`config.mk`:
```
export PLATFORM = sky130hd
export DESIGN_NAME = aper_top
export DESIGN_NICKNAME = d
export VERILOG_FILES = /design/src/shared/aper_pkg.sv /design/src/verilog/aper_parity_tree.sv /design/src/verilog/aper_top.sv
export SDC_FILE = /design/constraint.sdc
export NUM_CORES = 1
export LEC_CHECK = 0
export BUFFER_PORTS_ARGS = -buffer_cell sky130_fd_sc_hd__buf_2
export CAP_MARGIN = 10
export CORE_MARGIN = 1
export CORE_UTILIZATION = 45
export CTS_BUF_LIST = sky130_fd_sc_hd__clkbuf_8
export DETAILED_ROUTE_END_ITERATION = 10
export MAX_ROUTING_LAYER = met4
export PLACE_DENSITY = 0.62
export SYNTH_ARGS = -nofsm -noshare
export SYNTH_HDL_FRONTEND = slang
export SYNTH_HIERARCHICAL = 1
export SYNTH_SLANG_ARGS = --single-unit
export TNS_END_PERCENT = 1
```
`constraint.sdc`:
```
create_clock -name clk_i -period 6.81 [get_ports clk_i]
set_input_delay 1.362 -clock clk_i [delete_from_list [all_inputs] [get_ports clk_i]]
set_output_delay 1.362 -clock clk_i [all_outputs]
set_load 0.02 [all_outputs]
```
`src/shared/aper_pkg.sv`:
```
package aper_pkg;

    // =========================================================
    // data word and check masks
    // =========================================================
    localparam int unsigned DATA_W = 25;
    // bit k-1 carries data input k
    localparam logic [24:0] MASK_SINGLE = 25'h1FFFFB6;
    localparam logic [24:0] MASK_PAIR_A = 25'h0003FB6;
    localparam logic [24:0] MASK_PAIR_B = 25'h0001FBF;

    // =========================================================
    // timing and reset values
    // =========================================================
    localparam int unsigned ERR_HOLD_CYCLES = 2;
    localparam logic [1:0] HOLD_LOAD = 2'(ERR_HOLD_CYCLES - 1);
    localparam logic [1:0] HOLD_RST = 2'h0;
    localparam logic ERR_N_RST = 1'b1;
    localparam logic PPO_RST = 1'b0;
    localparam int unsigned SYNC_STAGES = 3;

    // =========================================================
    // strap carrier and decoded mode
    // =========================================================
    typedef struct packed {
        logic strap_hi;
        logic strap_lo;
    } aper_cfg_t;

    localparam aper_cfg_t CFG_RST = 2'h0;

    typedef enum logic [1:0] {
        MODE_SINGLE = 2'b00,
        MODE_PAIR_A = 2'b10,
        MODE_ODD = 2'b01,
        MODE_PAIR_B = 2'b11
    } aper_mode_t;

endpackage : aper_pkg

```
`src/verilog/aper_parity_tree.sv`:
```
`timescale 1ns/1ps

module aper_parity_tree
(
    // word and selection
    input wire logic [aper_pkg::DATA_W-1:0] data_i,
    input wire logic [aper_pkg::DATA_W-1:0] mask_i,
    input wire logic par_bit_i,
    // result: high when the ones count is odd
    output logic odd_o
);
    import aper_pkg::*;

    logic [DATA_W-1:0] sel_w;

    // =========================================================
    // per-bit selection
    // =========================================================
    genvar gi;
    generate
        for (gi = 0; gi < DATA_W; gi++)
        begin : g_sel
            assign sel_w[gi] = data_i[gi] & mask_i[gi];
        end
    endgenerate

    // even parity: an odd total means a mismatch
    assign odd_o = (^sel_w) ^ par_bit_i;

endmodule : aper_parity_tree

```
`src/verilog/aper_top.sv`:
```
`timescale 1ns/1ps

// Summary of operation
// controller holds inputs low after reset release
// standalone: error generated two edges after capture
// pair first: error generated one edge after capture
// error held low two cycles, reset clears
// inputs stay at valid levels entering reset
// pair second: parity from partial output, two edges
// even parity over selected data plus parity
module aper_top
(
    // clock and reset
    input wire logic clk_i,
    input wire logic sys_rst_i,
    // registered inputs from the controller
    input wire logic [aper_pkg::DATA_W-1:0] data_i,
    input wire logic parity_in_i,
    // configuration straps (pins)
    input wire logic config_strap_lo_i,
    input wire logic config_strap_hi_i,
    // open-drain error pin, active low
    output logic parity_error_n_o,
    output logic parity_error_oe_o,
    // cascade output to a second device
    output logic partial_parity_out_o
);
    import aper_pkg::*;

    aper_cfg_t sync1_ff, sync2_ff, sync3_ff, cfg_ff;
    aper_mode_t mode_w;
    logic [DATA_W-1:0] mask_w;
    logic [DATA_W-1:0] data_ff, data_dly_ff;
    logic par_ff, late_par_w;
    logic odd_early_w, odd_late_w, odd_sel_w;
    logic err_n_ff, ppo_ff;
    logic [1:0] hold_ff;

    // =========================================================
    // strap synchroniser
    // =========================================================
    // straps come from pins; only stage two and three are compared
    always_ff @(posedge clk_i or posedge sys_rst_i)
    begin
        if (sys_rst_i)
        begin
            sync1_ff <= CFG_RST;
            sync2_ff <= CFG_RST;
            sync3_ff <= CFG_RST;
        end
        else
        begin
            sync1_ff <= '{strap_hi: config_strap_hi_i, strap_lo: config_strap_lo_i};
            sync2_ff <= sync1_ff;
            sync3_ff <= sync2_ff;
        end
    end

    // a strap change counts once stages two and three agree
    always_ff @(posedge clk_i or posedge sys_rst_i)
    begin
        if (sys_rst_i)
        begin
            cfg_ff <= CFG_RST;
        end
        else if (sync2_ff == sync3_ff)
        begin
            cfg_ff <= sync3_ff;
        end
    end

    // =========================================================
    // mode decode and check mask
    // =========================================================
    // the undocumented strap pair falls back to standalone checking
    always_comb
    begin
        // enum codes read high strap first, as the carrier packs them
        mode_w = aper_mode_t'({cfg_ff.strap_hi, cfg_ff.strap_lo});
        unique case (mode_w)
            MODE_PAIR_A: mask_w = MASK_PAIR_A;
            MODE_PAIR_B: mask_w = MASK_PAIR_B;
            MODE_SINGLE: mask_w = MASK_SINGLE;
            MODE_ODD: mask_w = MASK_SINGLE;
        endcase
    end

    // =========================================================
    // capture pipeline
    // =========================================================
    // parity arrives one cycle after its data word
    always_ff @(posedge clk_i or posedge sys_rst_i)
    begin
        if (sys_rst_i)
        begin
            data_ff <= '0;
            data_dly_ff <= '0;
            par_ff <= 1'b0;
        end
        else
        begin
            data_ff <= data_i;
            data_dly_ff <= data_ff;
            par_ff <= parity_in_i;
        end
    end

    // first of pair checks against the live parity input
    aper_parity_tree u_tree_early
    (
        .data_i (data_ff),
        .mask_i (mask_w),
        .par_bit_i (parity_in_i),
        .odd_o (odd_early_w)
    );

    // the second of a pair gets the first one's partial output an edge
    // after the first device took its own bit, so it checks the live pin
    assign late_par_w = (mode_w == MODE_PAIR_B) ? parity_in_i : par_ff;

    // standalone and second of pair check one stage later
    aper_parity_tree u_tree_late
    (
        .data_i (data_dly_ff),
        .mask_i (mask_w),
        .par_bit_i (late_par_w),
        .odd_o (odd_late_w)
    );

    assign odd_sel_w = (mode_w == MODE_PAIR_A) ? odd_early_w : odd_late_w;

    // =========================================================
    // partial parity cascade
    // =========================================================
    // on the second device parity_in_i is the first one's output
    always_ff @(posedge clk_i or posedge sys_rst_i)
    begin
        if (sys_rst_i)
        begin
            ppo_ff <= PPO_RST;
        end
        else
        begin
            ppo_ff <= odd_sel_w;
        end
    end

    // =========================================================
    // latched error output
    // =========================================================
    // a new error always wins over the end of a hold
    always_ff @(posedge clk_i or posedge sys_rst_i)
    begin
        if (sys_rst_i)
        begin
            err_n_ff <= ERR_N_RST;
            hold_ff <= HOLD_RST;
        end
        else if (odd_sel_w)
        begin
            err_n_ff <= 1'b0;
            hold_ff <= HOLD_LOAD;
        end
        else if (hold_ff != HOLD_RST)
        begin
            hold_ff <= hold_ff - 2'h1;
        end
        else
        begin
            err_n_ff <= 1'b1;
        end
    end

    assign parity_error_n_o = err_n_ff;
    assign parity_error_oe_o = ~err_n_ff; // pin only pulled low
    assign partial_parity_out_o = ppo_ff;

    // =========================================================
    // checks
    // =========================================================
    // independent parity of each word as it is captured
    logic chk_dpar_ff;
    logic chk_dpar_dly_ff;
    logic chk_bad_w;
    logic chk_bad_b_w;

    always_ff @(posedge clk_i or posedge sys_rst_i)
    begin
        if (sys_rst_i)
        begin
            chk_dpar_ff <= 1'b0;
            chk_dpar_dly_ff <= 1'b0;
        end
        else
        begin
            chk_dpar_ff <= ^(data_i & mask_w);
            chk_dpar_dly_ff <= chk_dpar_ff;
        end
    end

    assign chk_bad_w = chk_dpar_ff ^ parity_in_i;
    // cascaded parity lands one edge later than the controller's bit
    assign chk_bad_b_w = chk_dpar_dly_ff ^ parity_in_i;
endmodule : aper_top

```
==> impl_metrics.env, run 1 <==
export IMPL_status="complete, no violations"
export IMPL_final_area_sq_mm=0.00296
export IMPL_synthesis_area_sq_mm=0.00240
export IMPL_initial_utilization_pct=46.7
export IMPL_reg2reg_from="cfg_ff[1]$_DFFE_PP0N_"
export IMPL_synth_top_area_share_pct=64.6
export IMPL_numCtsBuffers=9
export IMPL_grtUsageTotal_pct=15.0
export IMPL_grt_max_degree=64
export IMPL_yosysMostFrequentCell="dfrtp_1"
export IMPL_period_needed_ns=2.73
export IMPL_routedWlPerCell_um=9.84
export IMPL_port_buffers=32
export IMPL_cts_buffer_depth=2
export IMPL_critPathKind="reg2reg"
export IMPL_grt_pass1_wl_um=5460
export IMPL_drt_iter0_markers=69
export IMPL_nets=282
export IMPL_yosys_top_cells_count="dfrtp_1 (62), nand2_1 (53), xnor2_1 (30)"
export IMPL_yosysSeqAreaShare_pct=65.7
export IMPL_yosys_area_top_type="dfrtp_1"
export IMPL_timing_fmax_mhz=366
export IMPL_fin_skew_ns=0.00693
export IMPL_ctsRootBufferMaster="clkbuf_8"
export IMPL_arrival_ns=2.96
export IMPL_n_fill_cell=471
export IMPL_num_vias=1339
export IMPL_overflow=0
export IMPL_tritoncts="yes"
export IMPL_die_area_sq_mm=0.00563
export IMPL_hold_viol_final=0
export IMPL_diodes=0
export IMPL_endpoint="hold_ff[0]$_DFFE_PP0P_"
export IMPL_async_flop_share_pct=100
export IMPL_leakagePower_uw=0.00142
export IMPL_hold_buffers=0
export IMPL_slew_headroom_pct=49.6
export IMPL_htreeDepth=3
export IMPL_synth_cells=187
export IMPL_hp_class="reg2reg"
export IMPL_post_cts_resized=0
export IMPL_ir_worst_vdd_uv=190
export IMPL_rsz0062_at_grt="no"
export IMPL_dpl_hpwl_um=2190
export IMPL_dieWidth_um=75.1
export IMPL_synth_flop_cell="dfrtp_1"
export IMPL_numClockSinks=63
export IMPL_drc_errors=0
export IMPL_whs_ns=0.347
export IMPL_globalplace_congestion=0.691
export IMPL_synth_cell_types=17
export IMPL_synth_seq_cells=63
export IMPL_final_max_slew_viol_count=0
export IMPL_hold_start="sync1_ff[0]$_DFF_PP0_"
export IMPL_rows=26
export IMPL_crit_required_ns=7.04
export IMPL_synth_edf_count=0
export IMPL_placed_cell_area_sq_mm=0.00273
export IMPL_die_height_um=75.1
export IMPL_crit_start="cfg_ff[1]$_DFFE_PP0N_"
export IMPL_synthTopCellsByArea="dfrtp_1 (65%), xnor2_1 (11%), nand2_1 (8.3%)"
export IMPL_avgSynthCellArea_sq_um=12.8
export IMPL_finalCritPeriodShare_pct=40.1
export IMPL_setup_viol=0
export IMPL_p_per_area_mw_per_mm2=368
export IMPL_first_pass_iters=4
export IMPL_cp_start_kind="flip-flop"
export IMPL_rr_worst_depth=8
export IMPL_clkSlewWorstSetupHoldPaths_ns=0.07
export IMPL_clk_latency_ns=0.34
export IMPL_ff2ff_setup_slack_ns=4.08
export IMPL_areaGrowthSynthToFinish_pct=23.0
export IMPL_crit_fanout=22
export IMPL_r2r_end="hold_ff[0]$_DFFE_PP0P_"
export IMPL_fin_tns_setup_ns=0
export IMPL_ant_nets=0
export IMPL_cts_setup_buffers=0
export IMPL_grt_pass1_vias=1324
export IMPL_via_per_inst=4.11
export IMPL_core_area_sq_mm=0.00514
export IMPL_endpoint_kind="flip-flop"
export IMPL_drv_cap=0
export IMPL_worst_slew_pin_transition_ns=0.755
export IMPL_drive_above_1_share_pct=21.1
export IMPL_yosys_warnings=6
export IMPL_pin_count=33
export IMPL_routed_wl_um=3210
export IMPL_antenna_found_initial=0
## power breakdown
part / total, uW / internal [uW] / switching [uW]
combinational: 312 / 185 / 127
clock: 351 / 214 / 136
sequential: 423 / 408 / 15.0
## layout make-up
type,instances,area [sq um],area share [%]
inverter,6,22.5,0.762
timing repair buffer,33,168,5.67
clock inverter,6,85.1,2.88
tap,70,87.6,2.96
sequential,63,1580,53.4
multi-input combinational,138,877,29.7
clock buffer,10,138,4.66
## cell families after synthesis
family | Yosys count | share of synthesized area [%]
buffers and inverters | 6 | 0.937
AND/OR/NAND/NOR | 59 | 10.1
multiplexers | 2 | 1.09
XOR/XNOR | 49 | 20.2
flip-flops | 63 | 65.7
AO/OA/AOI/OAI | 5 | 1.25
adder cells (fa/ha/maj) | 1 | 0.521
other | 2 | 0.313
## state kept, by name, indices dropped and copies added, names as in the netlist
signal                flops
cfg_ff                    2
data_dly_ff              25
data_ff                  25
hold_ff                   2
par_ff                    1
parity_error_n_o          1
partial_parity_out_o      1
sync1_ff                  2
sync2_ff                  2
sync3_ff                  2
## per-layer routing
| layer | GRT usage [%] | up-vias | wire [um] |
|---|---|---|---|
| li1 | - | 682 | - |
| met1 | 14.9 | 623 | 1320 |
| met2 | 23.2 | 29 | 1630 |
| met3 | 8.97 | 5 | 181 |
| met4 | 7.55 | 0 | 71 |
| met5 | - | - | 0 |
## how the worst min path moves through the flow
stage / slack (ns) / cells after the start / endpoint
floorplan: 0.33 / 0 / sync2_ff[0]$_DFF_PP0_
global placement: 0.33 / 0 / sync2_ff[0]$_DFF_PP0_
detailed placement: 0.34 / 0 / sync2_ff[0]$_DFF_PP0_
CTS: 0.35 / 0 / sync2_ff[0]$_DFF_PP0_
global route: 0.36 / 0 / sync2_ff[0]$_DFF_PP0_
finish: 0.35 / 0 / sync2_ff[0]$_DFF_PP0_
## worst max-delay path, cell delays in order (launching register included)
cell      delay, ns
dfrtp_1        0.41
inv_1          0.49
nand2_1        0.14
xnor2_1        0.22
xnor2_1        0.14
xnor3_1        0.43
xnor3_1        0.36
mux2_4         0.30
nand2b_4       0.14
## stage by stage
step / util (%) / power, uW / worst slack [ns] / cells
finish: 57.5 / 1090 / 4.08 / 326
global route: 57.5 / 1150 / 3.83 / 326
CTS: 57.5 / 1110 / 4.00 / 326
detailed placement: 53.2 / 750 / 3.94 / 310
global placement: 53.2 / 741 / 3.97 / 310
floorplan: - / 694 / 3.88 / 207
## cells in the final DEF, fill, tap and decap left out
cell | Yosys | routed
nand2b_4 | 1 | 1
mux2_2 | 1 | 1
clkinv_4 | 0 | 1
clkinv_2 | 0 | 1
inv_2 | 0 | 1
conb_1 | 2 | 22
nor2_1 | 4 | 4
dfstp_2 | 1 | 1
xnor2_1 | 30 | 30
clkinvlp_4 | 0 | 1
a21oi_1 | 1 | 1
inv_1 | 6 | 6
nor2b_4 | 1 | 1
xor2_1 | 15 | 15
xnor3_1 | 4 | 4
mux2_4 | 1 | 1
buf_2 | 0 | 32
clkbuf_8 | 0 | 10
buf_4 | 0 | 1
dfrtp_1 | 62 | 62
bufinv_16 | 0 | 2
o31ai_1 | 2 | 2
o21ai_0 | 2 | 2
ha_1 | 1 | 1
nand2_1 | 53 | 53
Power figures use the tool's default switching activity.
==> inputs of run 2 (changes only) <==
Clock period 6.81 ns to 2.7 ns, I/O delays scaled along.
==> run 2 against run 1 <==
  * Sequential share of layout area up 0.27 points
  * Clock skew down 0.0016 ns
  * Critical path depth up 1
  * Worst setup slack worse by 3.8 ns
  * Flip-flop and latch count unchanged
  * Wire length about the same
  * Global-route usage up 0.40 points
  * Design area down 0.51%
  * Die area unchanged
  * Critical path type unchanged
==> impl_metrics.env, run 2 (synthesized netlist as in run 1, its figures left out) <==
export IMPL_status="complete, no violations"
export IMPL_initial_utilization_pct=46.7
export IMPL_drt_iter0_markers=41
export IMPL_worst_slew_pin_transition_ns=0.745
export IMPL_clkSlewWorstSetupHoldPaths_ns=0.07
export IMPL_largestRegisters="data_dly_ff (25), data_ff (25)"
export IMPL_globalplace_congestion=0.698
export IMPL_die_height_um=75.1
export IMPL_grt_pass1_vias=1278
export IMPL_critPathBufInv=2
export IMPL_die_area_sq_mm=0.00563
export IMPL_grt_max_degree=64
export IMPL_fin_ws_ns=0.257
export IMPL_p_clk_share_pct=28.8
export IMPL_pin_count=33
export IMPL_layout_common_cells="dfrtp_1 (62), nand2_1 (53), buf_2 (32)"
export IMPL_slew_headroom_pct=50.3
export IMPL_timing_fmax_mhz=409
export IMPL_cpPeakStageDelay_ns=0.44
export IMPL_fin_cells=328
export IMPL_clk_latency_ns=0.33
export IMPL_fin_tns_setup_ns=0
export IMPL_rows=26
export IMPL_cp_start_kind="flip-flop"
export IMPL_routed_wl_um=3210
export IMPL_ctsRootBufferMaster="clkbuf_8"
export IMPL_placedCellCount=312
export IMPL_port_buffers=32
export IMPL_setup_viol=0
export IMPL_ant_nets=0
export IMPL_arrival_ns=2.66
export IMPL_via_per_inst=4.02
export IMPL_final_common_cell="dfrtp_1"
export IMPL_p_per_area_mw_per_mm2=887
export IMPL_combinationalPowerShare_pct=30.1
export IMPL_grt_pass1_wl_um=5690
export IMPL_ir_worst_vdd_uv=462
export IMPL_pre_cts_ws_ns=0.170
export IMPL_crit_chain="clkinvlp_4 > buf_4 > nand2_1 > xor2_1 > xnor2_1 > xnor2_1 > xnor3_1 > mux2_4 > nand2b_4"
export IMPL_n_fill_cell=466
export IMPL_nets=284
export IMPL_num_vias=1317
export IMPL_numCtsBuffers=9
export IMPL_numClockSinks=63
export IMPL_grtUsageTotal_pct=15.4
export IMPL_diodes=0
export IMPL_cts_setup_buffers=0
export IMPL_dpl_hpwl_um=2210
export IMPL_drv_cap=0
export IMPL_drc_errors=0
export IMPL_overflow=0
export IMPL_post_cts_resized=0
export IMPL_period_needed_ns=2.44
export IMPL_crit_slowest_cell="dfrtp_1"
export IMPL_dieWidth_um=75.1
export IMPL_endpoint_kind="flip-flop"
export IMPL_hold_viol_final=0
export IMPL_crit_required_ns=2.92
export IMPL_p_int_uw=1920
export IMPL_htreeDepth=3
export IMPL_swShare_pct=26.3
export IMPL_rsz0062_at_grt="no"
export IMPL_cp_top_family="XOR/XNOR gates"
export IMPL_multi_input_area_sq_um=877
export IMPL_finalCritPeriodShare_pct=90.5
export IMPL_antenna_found_initial=0
export IMPL_final_max_slew_viol_count=0
export IMPL_core_area_sq_mm=0.00514
export IMPL_critPathKind="reg2reg"
export IMPL_cts_buffer_depth=2
export IMPL_hp_class="in2reg"
export IMPL_first_pass_iters=4
export IMPL_power_frac_seq_pct=41.1
export IMPL_leakagePower_uw=0.00141
export IMPL_tritoncts="yes"
export IMPL_crit_fanout=14
export IMPL_areaGrowthSynthToFinish_pct=22.4
export IMPL_routedWlPerCell_um=9.78
export IMPL_drive_above_1_share_pct=22.1
export IMPL_hold_buffers=0
export IMPL_cpMostUsedCell="xnor2_1"
export IMPL_seqCellArea_sq_mm=0.00158
export IMPL_p_sw_uw=686
export IMPL_fin_skew_ns=0.00531
==> run 2: changes by cell type in the layout (fill, tap and decap cells not counted) <==
cell / previous run / this run
inv_1: 6 / 5
clkbuf_8: 10 / 9
buf_4: 1 / 3
bufinv_16: 2 / 1
clkinv_2: 1 / 3
clkinvlp_4: 1 / 2
==> run 2: path summary, 6_finish.rpt <==
kind / from / endpoint / slack, ns / depth (start not counted)
min in group asynchronous: sys_rst_i / sync2_ff[1]$_DFF_PP0_ / 0.42 / 3
max in group asynchronous: sys_rst_i / data_dly_ff[12]$_DFF_PP0_ / 1.79 / 3
hold / removal: data_i[2] / data_ff[2]$_DFF_PP0_ / 0.31 / 1
hold reg to reg: sync1_ff[1]$_DFF_PP0_ / sync2_ff[1]$_DFF_PP0_ / 0.35 / 0
setup reg to reg: cfg_ff[1]$_DFFE_PP0N_ / hold_ff[0]$_DFFE_PP0P_ / 0.26 / 9
setup / recovery: cfg_ff[1]$_DFFE_PP0N_ / hold_ff[0]$_DFFE_PP0P_ / 0.26 / 9
==> run 2: layout make-up <==
class                   count  area share (%)
flip-flops and latches     63            53.7
multi-input cells         138            29.8
repair buffers             35            6.21
clock buffers               9            4.21
well taps                  70            2.98
clock inverters             7            2.21
inverters                   6           0.894
==> run 2: through the flow <==
stage               util, %  total power [uW]  cell area [sq um]  hold WS (ns)
floorplan                 -              1750               2480         0.331
global placement       53.5              1870               2750         0.332
detailed placement     53.5              1880               2750         0.339
CTS                    57.1              2660               2940         0.284
global route           57.2              2780               2940         0.276
finish                 57.2              2610               2940         0.309
==> run 2: power by group through the flow <==
stage / sequential, uW / clock (uW) / combinational, uW
2_1_floorplan: 1090 / 0 / 657
3_3_place_gp: 1090 / 0 / 787
3_5_place_dp: 1090 / 0 / 796
4_1_cts: 1070 / 788 / 799
5_1_grt: 1080 / 829 / 869
6_report: 1070 / 752 / 785
==> run 2: routing by layer <==
| layer | wire length (um) | track usage, % |
|---|---|---|
| met1 | 1450 | 17.7 |
| met2 | 1510 | 21.2 |
| met3 | 177 | 8.03 |
| met4 | 71 | 9.43 |
| met5 | 0 | - |
==> run 2: worst register-to-register path, delay by kind of cell, from the launching register on <==
family | cells | cell delay [ns]
xor gates and xnor gates | 4 | 0.89
buffers and inverters | 2 | 0.50
DFF | 1 | 0.44
muxes | 1 | 0.28
and+or+nand+nor | 2 | 0.21
